### src/asc_sram_regs.svh
// timing constants and geometry for the static memory host controller
`ifndef ASC_SRAM_REGS_SVH
`define ASC_SRAM_REGS_SVH
`define ASC_ADDR_W 13
`define ASC_DATA_W 8
`define ASC_DEPTH 8192
`define ASC_CLK_PERIOD_NS 25
`define ASC_READ_CYCLE_MIN_NS 70
`define ASC_WRITE_PULSE_NS 50
`define ASC_DATA_SETUP_NS 30
`define ASC_ACCESS_NS 70
`define ASC_RECOVERY_NS 70
`define ASC_READ_CYC ((`ASC_READ_CYCLE_MIN_NS + `ASC_CLK_PERIOD_NS - 1) / `ASC_CLK_PERIOD_NS)
`define ASC_WRITE_CYC ((`ASC_WRITE_PULSE_NS + `ASC_CLK_PERIOD_NS - 1) / `ASC_CLK_PERIOD_NS)
`define ASC_ACCESS_CYC ((`ASC_ACCESS_NS + `ASC_CLK_PERIOD_NS - 1) / `ASC_CLK_PERIOD_NS)
`define ASC_RECOVERY_CYC ((`ASC_RECOVERY_NS + `ASC_CLK_PERIOD_NS - 1) / `ASC_CLK_PERIOD_NS)
`endif

### src/asc_pkg.sv
// types shared by the static memory host controller
package asc_pkg;
   typedef enum logic [2:0] {
      ASC_IDLE = 3'b000,
      ASC_RD_SETUP = 3'b001,
      ASC_RD_WAIT = 3'b010,
      ASC_WR_SETUP = 3'b011,
      ASC_WR_PULSE = 3'b100,
      ASC_WR_END = 3'b101,
      ASC_RECOVER = 3'b110
   } asc_state_type;
endpackage

### src/asc_sync.sv
// two-stage synchroniser for the data bus coming back from the memory
`timescale 1ns/1ps
`default_nettype none
module asc_sync #(
   parameter int W = 8
) (
   // clock
   input wire logic ref_clk,
   // data
   input wire logic [W-1:0] async_in,
   output logic [W-1:0] sync_out
);
   logic [W-1:0] meta_q;
   always_ff @(posedge ref_clk) begin
      meta_q <= async_in;
      sync_out <= meta_q;
   end
endmodule
`default_nettype wire

### src/asc_host.sv
// host controller driving an asynchronous 8k x 8 static memory
// Operation
// - access only with both chip selects asserted together
// - eight bidirectional data pins carry both directions
// - write interval is overlap of both selects and write strobe low
// - hold write data valid around the edge ending the write
// - host never drives bus while device may be driving
// - output enable held high throughout write cycles
// - address valid before or with chip selects going active
// - wait one read cycle time after retention before access
`timescale 1ns/1ps
`default_nettype none
`include "asc_sram_regs.svh"
module asc_host
   import asc_pkg::*;
(
   // clock and reset
   input wire logic ref_clk,
   input wire logic rst,
   // user request
   input wire logic req_valid,
   input wire logic req_write,
   input wire logic [`ASC_ADDR_W-1:0] req_addr,
   input wire logic [`ASC_DATA_W-1:0] req_wdata,
   input wire logic retention_exit,
   output logic req_ready,
   output logic rsp_valid,
   output logic [`ASC_DATA_W-1:0] rsp_rdata,
   // memory pins
   output logic [`ASC_ADDR_W-1:0] word_address,
   output logic chip_select_low_n,
   output logic chip_select_high,
   output logic output_enable_n,
   output logic write_strobe_n,
   input wire logic [`ASC_DATA_W-1:0] shared_data_bus_i,
   output logic [`ASC_DATA_W-1:0] shared_data_bus_o,
   output logic [`ASC_DATA_W-1:0] shared_data_bus_oe
);
   localparam logic [3:0] READ_CYC = 4'(`ASC_READ_CYC);
   localparam logic [3:0] WRITE_CYC = 4'(`ASC_WRITE_CYC);
   localparam logic [3:0] ACCESS_CYC = 4'(`ASC_ACCESS_CYC);
   localparam logic [3:0] RECOVERY_CYC = 4'(`ASC_RECOVERY_CYC);

   asc_state_type state_q;
   logic [3:0] cnt_q;
   logic sel_q;
   logic [`ASC_DATA_W-1:0] bus_sync;
   logic drive_q;

   // pin data is asynchronous to ref_clk, two flops before use
   asc_sync #(.W(`ASC_DATA_W)) u_sync (
      .ref_clk(ref_clk),
      .async_in(shared_data_bus_i),
      .sync_out(bus_sync)
   );

   // sync adds two cycles of latency to the sampled read data
   always_ff @(posedge ref_clk) begin
      if (rst) begin
         state_q <= ASC_IDLE;
         cnt_q <= 4'h0;
      end else begin
         case (state_q)
            ASC_IDLE: begin
               if (retention_exit) begin
                  state_q <= ASC_RECOVER;
                  cnt_q <= RECOVERY_CYC;
               end else if (req_valid && req_write) begin
                  state_q <= ASC_WR_SETUP;
                  cnt_q <= 4'h0;
               end else if (req_valid) begin
                  state_q <= ASC_RD_SETUP;
                  cnt_q <= 4'h0;
               end
            end
            ASC_RD_SETUP: begin
               state_q <= ASC_RD_WAIT;
               cnt_q <= ACCESS_CYC + 4'h2;
            end
            ASC_RD_WAIT: begin
               if (cnt_q == 4'h1) begin
                  state_q <= ASC_IDLE;
               end
               cnt_q <= cnt_q - 4'h1;
            end
            ASC_WR_SETUP: begin
               state_q <= ASC_WR_PULSE;
               cnt_q <= (WRITE_CYC > READ_CYC) ? WRITE_CYC : READ_CYC;
            end
            ASC_WR_PULSE: begin
               if (cnt_q == 4'h1) begin
                  state_q <= ASC_WR_END;
               end
               cnt_q <= cnt_q - 4'h1;
            end
            ASC_WR_END: begin
               state_q <= ASC_IDLE;
            end
            ASC_RECOVER: begin
               if (cnt_q == 4'h1) begin
                  state_q <= ASC_IDLE;
               end
               cnt_q <= cnt_q - 4'h1;
            end
            default: begin
               state_q <= ASC_IDLE;
            end
         endcase
      end
   end

   // latch address and write data when a request is taken
   always_ff @(posedge ref_clk) begin
      if (rst) begin
         word_address <= '0;
         shared_data_bus_o <= '0;
      end else if (state_q == ASC_IDLE && req_valid && !retention_exit) begin
         word_address <= req_addr;
         shared_data_bus_o <= req_wdata;
      end
   end

   // selects assert one cycle after the address settles
   always_ff @(posedge ref_clk) begin
      if (rst) begin
         sel_q <= 1'b0;
      end else begin
         sel_q <= (state_q == ASC_RD_SETUP) || (state_q == ASC_RD_WAIT
            && cnt_q != 4'h1) || (state_q == ASC_WR_SETUP)
            || (state_q == ASC_WR_PULSE);
      end
   end
   assign chip_select_low_n = !sel_q;
   assign chip_select_high = sel_q;

   // strobe inside select window, ignores output enable
   always_ff @(posedge ref_clk) begin
      if (rst) begin
         write_strobe_n <= 1'b1;
      end else begin
         write_strobe_n <= !(state_q == ASC_WR_SETUP
            || (state_q == ASC_WR_PULSE && cnt_q != 4'h1));
      end
   end

   // output enable only for reads, never during a write
   always_ff @(posedge ref_clk) begin
      if (rst) begin
         output_enable_n <= 1'b1;
      end else begin
         output_enable_n <= !(state_q == ASC_RD_SETUP || (state_q ==
            ASC_RD_WAIT && cnt_q != 4'h1));
      end
   end

   // host drives bus through whole write plus one cycle hold after end
   always_ff @(posedge ref_clk) begin
      if (rst) begin
         drive_q <= 1'b0;
      end else begin
         drive_q <= (state_q == ASC_WR_SETUP) || (state_q == ASC_WR_PULSE);
      end
   end
   assign shared_data_bus_oe = {`ASC_DATA_W{drive_q}};

   // capture read byte at end of access window
   always_ff @(posedge ref_clk) begin
      if (rst) begin
         rsp_valid <= 1'b0;
         rsp_rdata <= '0;
      end else begin
         rsp_valid <= (state_q == ASC_RD_WAIT && cnt_q == 4'h1);
         if (state_q == ASC_RD_WAIT && cnt_q == 4'h1) begin
            rsp_rdata <= bus_sync;
         end
      end
   end

   assign req_ready = (state_q == ASC_IDLE) && !retention_exit;

   chk_drive_no_oe: assert property (@(posedge ref_clk) disable iff (rst)
      drive_q |-> output_enable_n)
      else $error("host drives bus while output enable active");
   chk_we_inside_sel: assert property (@(posedge ref_clk) disable iff (rst)
      !write_strobe_n |-> sel_q)
      else $error("write strobe outside select");
   chk_we_oe_excl: assert property (@(posedge ref_clk) disable iff (rst)
      !write_strobe_n |-> output_enable_n)
      else $error("output enable low during write");
   chk_data_hold: assert property (@(posedge ref_clk) disable iff (rst)
      $rose(write_strobe_n) |-> drive_q)
      else $error("write data dropped at write end");
   chk_addr_stable: assert property (@(posedge ref_clk) disable iff (rst)
      sel_q && $past(sel_q) |-> $stable(word_address))
      else $error("address changed while selected");
   chk_recover_wait: assert property (@(posedge ref_clk) disable iff (rst)
      state_q == ASC_IDLE && retention_exit |=> !sel_q [*3])
      else $error("access before recovery time");
   chk_sel_pair: assert property (@(posedge ref_clk) disable iff (rst)
      chip_select_high && !chip_select_low_n |-> state_q != ASC_IDLE
      && state_q != ASC_RECOVER)
      else $error("chip selects active outside an access");
   chk_read_rsp: assert property (@(posedge ref_clk) disable iff (rst)
      state_q == ASC_RD_SETUP |-> ##6 rsp_valid)
      else $error("read response not on time");
endmodule
`default_nettype wire

### config.mk
export PLATFORM = sky130hd
export DESIGN_NAME = asc_host
export DESIGN_NICKNAME = d
export VERILOG_FILES = /design/src/asc_pkg.sv /design/src/asc_sync.sv /design/src/asc_host.sv
export VERILOG_INCLUDE_DIRS = /design/src
export SDC_FILE = /design/constraint.sdc
export NUM_CORES = 1
export LEC_CHECK = 0
export ABC_AREA = 0
export BUFFER_PORTS_ARGS = -buffer_cell sky130_fd_sc_hd__buf_2
export CELL_PAD_IN_SITES_DETAIL_PLACEMENT = 0
export CELL_PAD_IN_SITES_GLOBAL_PLACEMENT = 1
export CORE_MARGIN = 4
export CORE_UTILIZATION = 36
export DETAILED_ROUTE_END_ITERATION = 10
export HOLD_SLACK_MARGIN = 0.02
export PLACE_DENSITY_LB_ADDON = 0.1
export SYNTH_ARGS = -nofsm -noshare
export SYNTH_HDL_FRONTEND = slang
export SYNTH_SLANG_ARGS = --single-unit
### constraint.sdc
create_clock -name ref_clk -period 1.8 [get_ports ref_clk]
set_input_delay 0 -clock ref_clk [delete_from_list [all_inputs] [get_ports ref_clk]]
set_output_delay 0 -clock ref_clk [all_outputs]
set_load 0.01 [all_outputs]
Word level (Yosys, flattened, before mapping)

Index checks and enable logic that the tools add are counted.

Flip-flop bits (word level): 57
Word-level logic and storage cells: 55
Input bits: 34

Muxes and demuxes: 10
Equality and inequality tests: 10
Reductions and logical operators: 22
Add/subtract/negate cells: 1

Operators by type and width:

| cell                  | count |
|---|---|
| $pmux W4 S4           | 1 |
| $mux W3               | 5 |
| $pmux W3 S5           | 1 |
| $mux W4               | 3 |
| $logic_and A1 B1 Y1   | 7 |
| $eq A3 B2 Y1 const B  | 2 |
| $eq A3 B3 Y1 const B  | 2 |
| $logic_or A1 B1 Y1    | 5 |
| $eq A4 B1 Y1 const B  | 1 |
| $logic_not A1 Y1      | 4 |
| $ne A4 B1 Y1 const B  | 1 |
| $ne A4 B4 Y1 const B  | 1 |
| $reduce_bool A4 Y1    | 1 |
| $sub A4 B1 Y4 const B | 1 |
| $eq A3 B1 Y1 const B  | 1 |
| $logic_not A3 Y1      | 1 |
| $reduce_and A3 Y1     | 1 |
| $reduce_or A3 Y1      | 1 |
| $ne A2 B1 Y1 const B  | 1 |
| $ne A2 B2 Y1 const B  | 1 |
| $reduce_and A2 Y1     | 1 |
| $reduce_or A2 Y1      | 1 |

Logic depth before layout (Yosys ltp)

Gate-level depths: netlist of the first run.

Word-level depth: 5
Mapped depth: 6

Hierarchy

A second synthesis of the first run with hierarchy kept.

Cell total of the unflattened synthesis: 213
Area, all modules: 1991.9 µm²

Modules (own cells, without submodules):

| module   | cells each | area an instance (µm²) | times used |
|---|---|---|---|
| asc_host | 197        | 1671.6                 | 1 |
| asc_sync | 16         | 320.3                  | 1 |

Worst setup path after synthesis of the first run

Ideal clock, no wire load.

Kind: register to register
Start: register cnt_q[0]
End: register rsp_rdata[0]
Clock period less this slack: 1514 ps
Path slack: 286 ps
Path buffers: 1
Arrival: 1382 ps
Cell stages (with the launch flop): 6
Path through: dfxtp_1 > ha_1 > or3b_2 > clkbuf_1 > o21ai_0 > a21oi_1

Cells in the longest elaborated chain, start to end: 2

RTL lines:

| element                  | RTL line        | source |
|---|---|---|
| start: declaration       | asc_host.sv:45  | `logic [3:0] cnt_q;` |
| start signal: assignment | asc_host.sv:78  | `cnt_q <= ACCESS_CYC + 4'h2;` |
| start signal: assignment | asc_host.sv:84  | `cnt_q <= cnt_q - 4'h1;` |
| start signal: assignment | asc_host.sv:88  | `cnt_q <= (WRITE_CYC > READ_CYC) ? WRITE_CYC : READ_CYC;` |
| $eq A4 B1 Y1             | asc_host.sv:173 | `if (state_q == ASC_RD_WAIT && cnt_q == 4'h1) begin` |
| $logic_and A1 B1 Y1      | asc_host.sv:173 |  |
| end signal: assignment   | asc_host.sv:174 | `rsp_rdata <= bus_sync;` |
| end: declaration         | asc_host.sv:28  | `` output logic [`ASC_DATA_W-1:0] rsp_rdata, `` |

No other way between the ends.
A chain may end at the register's enable or synchronous reset.

Final worst setup path of the first run

Start: register cnt_q[0]
End: register rsp_rdata[3]

Same word-level chain as after synthesis.

==> results of run 1 <==
-- worst max-delay path: stages, from the launching register on --
cell and delay [ns]:
dfxtp_1 0.39, ha_1 0.17, or3b_2 0.58, o21ai_0 0.22, a21oi_1 0.09
-- sequential cells by signal, indices dropped and copies added, names as in the netlist --
signal and count:
word_address 13, state_q 3, chip_select_high 1, u_sync.meta_q 8, cnt_q 4, drive_q 1
shared_data_bus_o 8, u_sync.sync_out 8, output_enable_n 1, rsp_rdata 8, rsp_valid 1, write_strobe_n 1
-- cells by family (layout without fill, tap and decap cells) --
| logic type | Yosys count | count (layout) | share of synthesized area [%] |
|---|---|---|---|
| AOI/OAI and AO/OA | 76 | 76 | 22.39 |
| xor gates and xnor gates | 2 | 2 | 0.7858 |
| adders and majority gates | 2 | 2 | 1.122 |
| buffers and inverters | 34 | 138 | 8.642 |
| DFF | 57 | 57 | 51.18 |
| muxes | 2 | 2 | 0.8979 |
| and+or+nand+nor | 53 | 53 | 14.98 |
-- synth_stat cells, drive strengths merged --
library cell  count  area, sq um
or3               1        6.260
nand3b            1        7.510
nand2             4        15.01
clkbuf           11        41.29
o21ai            10        50.05
o221a             1        11.26
xor2              2        17.52
nor2b             1        6.260
nor2              2        7.510
o211a             1        10.01
nor3              2        10.01
nor3b             2        25.02
or2               1        6.260
o221ai            1        8.760
nand2b           22        137.6
a211o             3        26.28
or3b              2        17.52
buf              16        125.1
mux2i             2        20.02
ha                2        25.02
a31oi             4        25.02
nor4              2        27.53
a21oi            32        160.2
a31o             21        183.9
a311oi            1        8.760
nand3            12        60.06
a21o              1        7.510
dfxtp            57         1141
and2              1        7.510
inv               7        26.28
a22oi             1        7.510
-- timing repair --
| item | in CTS | in global routing |
|---|---|---|
| endpoints found under the hold margin | 30 | 0 |
| hold buffers | 30 | 0 |
| resized for setup | 0 | 0 |
-- where the power goes --
group          internal, uW  leakage (uW)  switching [uW]
Combinational           281      0.000843             308
Clock                   678     0.0000985             531
Sequential             1350      0.000469            62.3
-- layout make-up --
cell class,count,area [sq um]
clock inverters,6,67.56
inverters,7,26.28
well taps,75,93.84
multi-input cells,135,895.9
flip-flops and latches,57,1141
clock buffers,10,137.6
repair buffers,115,748.2
fillers,561,2845
-- per-stage QoR --
step                      worst slack [ns]  total power (uW)  instance area (sq um)  utilization (%)
after global routing                0.1016              3392                   3110            52.23
after detailed placement            0.2511              1988                   2605            43.74
after floorplan                     0.2860              1818                   2230                -
after CTS                           0.2321              3247                   3110            52.23
after global placement              0.2893              1990                   2605            43.74
final                               0.2370              3213                   3110            52.23
-- final timing paths --
kind | startpoint | to | slack [ns]
setup / recovery | cnt_q[0] | rsp_rdata[3] | 0.24
hold / removal | req_write | state_q[1] | 0.05
setup reg to reg | cnt_q[0] | rsp_rdata[3] | 0.24
hold reg to reg | u_sync.meta_q[5] | u_sync.sync_out[5] | 0.33
-- layer usage --
layer	track usage, %	part of all wire, %
met5	0	0
met4	7.224	1.7
met3	4.278	5.4
met2	23.78	46
met1	19.07	47
==> results.json, run 1 <==
{
  "rsz0062_at_grt": "no",
  "synthesis.area_sq_mm": 0.002230,
  "drt-pass1-iter-count": 4,
  "crit_fanout": 12,
  "htreeDepth": 3,
  "setup_viol": 0,
  "clkTransAtPathRegs_ns": 0.07,
  "drive_gt1_share_pct": 38.79,
  "status": "finished clean",
  "post-cts-setup-buffers": 0,
  "stdcell_count": 405,
  "synth_seq_cells": 57,
  "hold_depth": 4,
  "final_nets": 361,
  "track_usage_pct": 15.13,
  "grt_max_degree": 26,
  "synth_nets": 262,
  "dp.cells": 359,
  "slew_violations": 0,
  "ys.warnings.count": 0,
  "cts_root_buf": "clkbuf_8",
  "io_buffers": 76,
  "hold_viol_final": 0,
  "initial_core_util_pct": 37.44,
  "criticalPathCategory": "reg2reg",
  "area_growth_pct": 39.51,
  "viasPerCell": 4.795,
  "antenna_found_initial": 0,
  "wl_mm": 5.467,
  "die_w_um": 86.70,
  "clkLatencyLatePin_ns": 0.33,
  "max_slew_margin_pct": 46.84,
  "wl_per_cell_um": 13.50,
  "cts_made_buffers": 9,
  "cts_tree": "done",
  "synth_cell_types": 36,
  "n_antenna_cell": 0,
  "critPathRequiredTime_ns": 2.02,
  "fmax_mhz": 639.8,
  "dr.first_iter.drc_count": 111,
  "ir_drop_mv": 0.6096,
  "syn_inst": 226,
  "rows": 28,
  "syn_avg_cell_area_sq_um": 9.866,
  "final_common_cell": "buf_2",
  "finalSetupTns_ns": 0,
  "die_y_um": 86.70,
  "clock_skew_ns": 0.007322,
  "place_hpwl_mm": 3.442,
  "clock_path_buffers": 2,
  "drc": 0,
  "synth_seq_area_share_pct": 51.18,
  "layout_min_cycle_time_ns": 1.563,
  "num_vias": 1942,
  "arrival_ns": 1.79,
  "worst_slew_pin_slew_ns": 0.7965,
  "grt_pass1_vias": 1855,
  "ff2ff_path_depth": 4,
  "layout_common_cells": "buf_2, dfxtp_1, a21oi_1",
  "start_kind": "flop",
  "design.die.area_sq_mm": 0.007517,
  "hp-class": "in2reg",
  "holdWs_ns": 0.05341,
  "core_area_sq_mm": 0.005956,
  "antenna_left": 0,
  "io_pins": 77,
  "maxCapViolations": 0,
  "power_density_mw_per_mm2": 1033,
  "finalWeightedCongestion": 0.7795,
  "gr-total-overflow": 0,
  "leakagePower_uw": 0.001411,
  "finalCritPeriodShare_pct": 86.83,
  "cts_num_sinks": 57,
  "grt_pass1_wl_mm": 9.011,
  "critPathCaptureType": "flop"
}
Power figures use the tool's default switching activity.
==> run 2, diff against run 1 <==
BUFFER_PORTS_ARGS = -buffer_cell sky130_fd_sc_hd__buf_4   (was -buffer_cell sky130_fd_sc_hd__buf_2)
CORE_UTILIZATION = 35   (was 36)
SYNTH_HIERARCHICAL = 1   (was not set)
==> run 2 against run 1 <==
Effect of this change:
- the run now ends with setup timing left
- global-route usage is 1.1 points lower
- via count is 8.7% lower
- combinational power is 110% higher
- flip-flop and latch count stayed put
- synthesized cell count is 5.8% lower
- clock power is 13% lower
- area after synthesis is 11% lower
- total power is 19% higher
- largest cell class unchanged
==> results.json, run 2 <==
{
  "worst_slew_pin_slew_ns": 0.4459,
  "status": "complete, but fails checks",
  "leakagePower_uw": 0.001420,
  "clkLatencyLatePin_ns": 0.33,
  "synthesis.area_sq_mm": 0.001992,
  "initial_core_util_pct": 36.17,
  "synth_seq_area_share_pct": 57.29,
  "io_pins": 77,
  "cts_tree": "done",
  "final_nets": 359,
  "n_antenna_cell": 0,
  "dp.cells": 352,
  "clock_path_buffers": 2,
  "maxCapViolations": 0,
  "power_frac_seq_pct": 41.1,
  "sequential_cell_area_sq_mm": 0.001144,
  "drive_gt1_share_pct": 34.76,
  "regMostFlops": "word_address",
  "wl_mm": 4.778,
  "syn_inst": 213,
  "gr-total-overflow": 0,
  "synth_flop_cell": "dfxtp_1",
  "synth_seq_cells": 57,
  "synth_cell_types": 32,
  "synth_area_leaders": "dfxtp_1, nand2_1, a21oi_1, mux2i_1, buf_4",
  "finalSetupTns_ns": -0.02244,
  "critical-path-max-stage-delay_ns": 0.57,
  "syn_avg_cell_area_sq_um": 9.352,
  "wl_per_cell_um": 11.95,
  "criticalPathCategory": "reg2reg",
  "crit_chain": "inv_2, ha_4, or3b_4, or4b_4, mux2i_1, nor2_1",
  "finalCritPeriodShare_pct": 100.6,
  "dr.first_iter.drc_count": 68,
  "core_area_sq_mm": 0.005507,
  "io_buffers": 76,
  "slowest_stage": "or4b_4",
  "crit_fanout": 5,
  "ys.warnings.count": 6,
  "critPathRequiredTime_ns": 2.00,
  "drc": 0,
  "antenna_left": 0,
  "clkTransAtPathRegs_ns": 0.07,
  "cts_made_buffers": 9,
  "synthDominantCellAreaShare_pct": 57.29,
  "critPathCaptureType": "flop",
  "slew_violations": 0,
  "synth_async_sr_flop_share_pct": 0,
  "track_usage_pct": 14.02,
  "hold_viol_final": 0,
  "synth_edf_count": 0,
  "place_hpwl_mm": 3.039,
  "synth_nets": 249,
  "grt_pass1_wl_mm": 7.900,
  "power_density_mw_per_mm2": 1219,
  "cts_root_buf": "clkbuf_8",
  "layout_min_cycle_time_ns": 1.811,
  "area_growth_pct": 57.73,
  "p_comb_share_pct": 31.5,
  "layout_common_cells": "buf_4, dfxtp_1, nand2_1",
  "ir_drop_mv": 0.7253,
  "stdcell_count": 400,
  "finalWeightedCongestion": 0.7142,
  "fmax_mhz": 552.3,
  "hp-class": "in2reg",
  "clock_skew_ns": 0.01026,
  "holdWs_ns": 0.04792,
  "viasPerCell": 4.435,
  "ys_top_cells_by_count": "dfxtp_1, nand2_1, a21oi_1",
  "failed_checks": "setup timing",
  "start_kind": "flop",
  "design.die.area_sq_mm": 0.006962,
  "total_power_uw": 3831,
  "final_util_pct": 57.06,
  "cts_num_sinks": 57,
  "num_vias": 1774,
  "swShare_pct": 31.43,
  "antenna_found_initial": 0,
  "htreeDepth": 3,
  "largest_reg_flops": 13,
  "rows": 27,
  "grt_max_degree": 41,
  "drt-pass1-iter-count": 4,
  "final_common_cell": "buf_4",
  "yosysMostFrequentCell": "dfxtp_1",
  "fillers": 477,
  "arrival_ns": 2.02,
  "finalWorstSetupSlack_ns": -0.01073,
  "yosys.area.top_type": "dfxtp_1",
  "grt_pass1_vias": 1695,
  "internal-power_uw": 2627,
  "setup_viol": 3,
  "die_w_um": 83.44,
  "die_y_um": 83.44,
  "power_frac_clock_pct": 27.4,
  "max_slew_margin_pct": 70.27,
  "p_sw_uw": 1204,
  "rsz0062_at_grt": "yes",
  "multi_input_comb_area_sq_um": 737.0
}
==> run 2: per-layer routing <==
metal	part of all wire (%)	GRT usage (%)	vias to the layer above
met5	0	0	-
met4	1.9	7.456	0
met3	5.8	4.464	10
met2	47	21.28	49
met1	46	17.70	800
li1	-	-	915
==> run 2: timing repair <==
item,4_1_cts,5_1_grt
buffers inserted,1,1
hold endpoints to repair,29,0
gates cloned,1,0
resized for setup,1,0
setup endpoints to repair,8,8
pin swaps,1,2
hold buffers,29,0
==> run 2: final timing paths <==
path                          from                 end  slack [ns]  cells past startpoint
setup / recovery          cnt_q[1]        rsp_rdata[2]       -0.01                      6
hold / removal           req_write          state_q[1]        0.05                      4
setup reg to reg          cnt_q[1]        rsp_rdata[2]       -0.01                      6
hold reg to reg   u_sync/meta_q[0]  u_sync/sync_out[0]        0.33                      0
==> run 2: metrics by stage <==
step | instance area [sq um] | worst slack [ns]
final | 3142 | -0.01073
after global routing | 3142 | -0.09476
after CTS | 3134 | -0.05910
after detailed placement | 2641 | -0.05629
after global placement | 2641 | -0.008391
after floorplan | 2007 | 0.007265
==> run 2: power by group through the flow <==
stage	sequential [uW]	combinational [uW]	clock, uW
2_1_floorplan	1600	653	0
3_3_place_gp	1590	1140	0
3_5_place_dp	1590	1130	0
4_1_cts	1570	1210	1090
5_1_grt	1600	1330	1160
6_report	1570	1210	1050
==> run 2: layout make-up <==
type                            count  area share (%)
Clock buffer                       10           4.381
Clock inverter                      6           1.394
Inverter                            5          0.5974
Multi-Input combinational cell    132           23.46
Sequential cell                    57           36.40
Tap cell                           72           2.867
Timing Repair Buffer              118           30.90
==> run 2: cells by family (layout without fill, tap and decap cells) <==
group                      after synthesis  in the layout  share of synthesized area (%)
buffers and inverters                   25            139                          7.035
and+or+nand+nor                         77             78                          16.83
AOI/OAI and AO/OA                       41             41                          12.06
xor gates and xnor gates                 1              1                         0.4398
DFF                                     57             57                          57.29
muxes                                   10             10                          5.088
adders and majority gates                2              2                          1.256
==> run 2: worst max-delay path: cells and delay by family (launching register included) <==
family        cells  cell delay, ns
buf+inv           1            0.07
simple gates      3            1.00
fa+ha+maj         1            0.12
mux               1            0.19
flops             1            0.32
==> run 3, diff against run 2 <==
CORE_UTILIZATION = 36   (was 35)
SYNTH_HIERARCHICAL = not set   (was 1)
==> run 3 against run 2 <==
Effect of this change:
- the flow now finishes without violations
- worst hold slack improved by 0.027 ns
- worst setup slack improved by 0.17 ns
- total power fell by 12%
- routed wire length rose by 17%
- largest power group unchanged
==> results.json, run 3 (synthesis gave the netlist of run 1 again) <==
{
  "status": "finished clean",
  "critPathCaptureType": "flop",
  "gr-total-overflow": 0,
  "swShare_pct": 27.19,
  "drc": 0,
  "layout_common_cells": "buf_4, dfxtp_1, a21oi_1",
  "design.die.area_sq_mm": 0.007517,
  "wl_per_cell_um": 13.84,
  "arrival_ns": 1.88,
  "finalSetupTns_ns": 0,
  "num_vias": 1969,
  "place_area_sq_mm": 0.002780,
  "fillers": 564,
  "clkLatencyLatePin_ns": 0.34,
  "crit_fanout": 10,
  "clock_path_buffers": 2,
  "core_area_sq_mm": 0.005956,
  "critPathRequiredTime_ns": 2.04,
  "rows": 28,
  "p_sw_uw": 921.9,
  "layout_min_cycle_time_ns": 1.641,
  "power_frac_seq_pct": 42.2,
  "grt_pass1_vias": 2013,
  "place_hpwl_mm": 3.620,
  "cts_root_buf": "clkbuf_8",
  "die_y_um": 86.70,
  "final_nets": 359,
  "finalCritPeriodShare_pct": 91.18,
  "worst_slew_pin_slew_ns": 0.6882,
  "criticalPathCategory": "reg2reg",
  "cts_resized": 0,
  "start_kind": "flop",
  "cts_made_buffers": 9,
  "n_antenna_cell": 0,
  "hold_depth": 4,
  "area_growth_pct": 48.32,
  "ir_drop_mv": 0.6622,
  "fmax_mhz": 609.3,
  "viasPerCell": 4.886,
  "cts_num_sinks": 57,
  "hp-class": "in2reg",
  "max_slew_margin_pct": 53.92,
  "reg2reg_slack_ns": 0.16,
  "leakagePower_uw": 0.001445,
  "slew_violations": 0,
  "clkTransAtPathRegs_ns": 0.07,
  "final_common_cell": "buf_4",
  "setup_viol": 0,
  "initial_core_util_pct": 37.44,
  "grt_max_degree": 40,
  "hold_viol_final": 0,
  "largest_reg_flops": 13,
  "io_buffers": 76,
  "antenna_found_initial": 0,
  "wl_mm": 5.579,
  "fin_area_sq_mm": 0.003307,
  "regMostFlops": "word_address",
  "r2r_start": "cnt_q[0]",
  "cts_tree": "done",
  "r2r-end": "state_q[0]",
  "drive_gt1_share_pct": 38.41,
  "p_comb_share_pct": 18.4,
  "power_density_mw_per_mm2": 1025,
  "holdPathEnd": "state_q[1]",
  "htreeDepth": 3,
  "drt-pass1-iter-count": 4,
  "clock_skew_ns": 0.004392,
  "grt_pass1_wl_mm": 9.246,
  "finalWeightedCongestion": 0.7301,
  "track_usage_pct": 15.68,
  "die_w_um": 86.70,
  "internal-power_uw": 2469,
  "io_pins": 77,
  "ff2ff_path_depth": 4,
  "min_from": "req_write",
  "antenna_left": 0,
  "power_frac_clock_pct": 39.5,
  "rsz0062_at_grt": "no",
  "maxCapViolations": 0,
  "dr.first_iter.drc_count": 68
}
[run 3: cell count changes in the layout (fill, tap and decap cells not counted), moves of 3 or more]
cell,change
nand2_1,-46
nand2b_1,+22
a31o_2,+19
nand3_1,+12
nor2_1,-12
mux2i_1,-7
o21ai_0,+6
buf_4,-5
a21oi_1,+4
a31oi_1,+4
clkinvlp_4,-3
inv_1,+3
[run 3: worst max-delay path by stage]
stage               slack, ns           end  cells past startpoint      from
floorplan                0.29  rsp_rdata[0]                      5  cnt_q[0]
global placement         0.20    state_q[2]                      4  cnt_q[0]
detailed placement       0.20    state_q[0]                      4  cnt_q[0]
finish                   0.16    state_q[0]                      4  cnt_q[0]
CTS                      0.17    state_q[0]                      4  cnt_q[0]
global route             0.04  rsp_rdata[3]                      4  cnt_q[0]
[run 3: timing repair]
| action | CTS | global route |
|---|---|---|
| hold buffers | 30 | 0 |
| endpoints found under the hold margin | 30 | 0 |
| setup buffers | 0 | 0 |
[run 3: area by class of cell]
class                      count  area (sq um)  share of cell area, %
multi-input combinational    135         895.9                  27.09
inverter                       7         26.28                 0.7946
clock inverter                 7         102.6                  3.103
clock buffer                   9         123.9                  3.746
timing repair buffer         113         923.4                  27.92
tap                           75         93.84                  2.838
sequential                    57          1141                  34.51
[run 3: routing by layer]
metal / up-vias / routed length [um] / global-route usage (%)
li1: 986 / - / -
met1: 913 / 2428 / 19.18
met2: 61 / 2696 / 25.17
met3: 9 / 387 / 3.992
met4: 0 / 65 / 8.499
met5: - / 0 / 0
[run 3: power by group through the flow]
stage | logic, uW | clock network (uW) | registers, uW
2_1_floorplan | 363 | 0 | 1450
3_3_place_gp | 577 | 0 | 1460
3_5_place_dp | 573 | 0 | 1460
4_1_cts | 629 | 1370 | 1430
5_1_grt | 692 | 1430 | 1440
6_report | 622 | 1340 | 1430
[run 3: worst max-delay path, cell delays in order (launching register included)]
cell and delay [ns]:
dfxtp_1 0.42, ha_1 0.19, nor3b_2 0.58, mux2i_1 0.15
nor4_1 0.21
[run 3: per-stage QoR]
stage	instances	worst slack, ns	util [%]	total power [uW]	hold slack, ns
floorplan	226	0.2860	-	1818	0.02772
global placement	357	0.2043	46.68	2033	0.1049
detailed placement	357	0.2020	46.68	2032	0.1056
CTS	403	0.1695	55.53	3431	0.05796
global route	403	0.04489	55.53	3567	0.1233
finish	403	0.1588	55.53	3390	0.07453
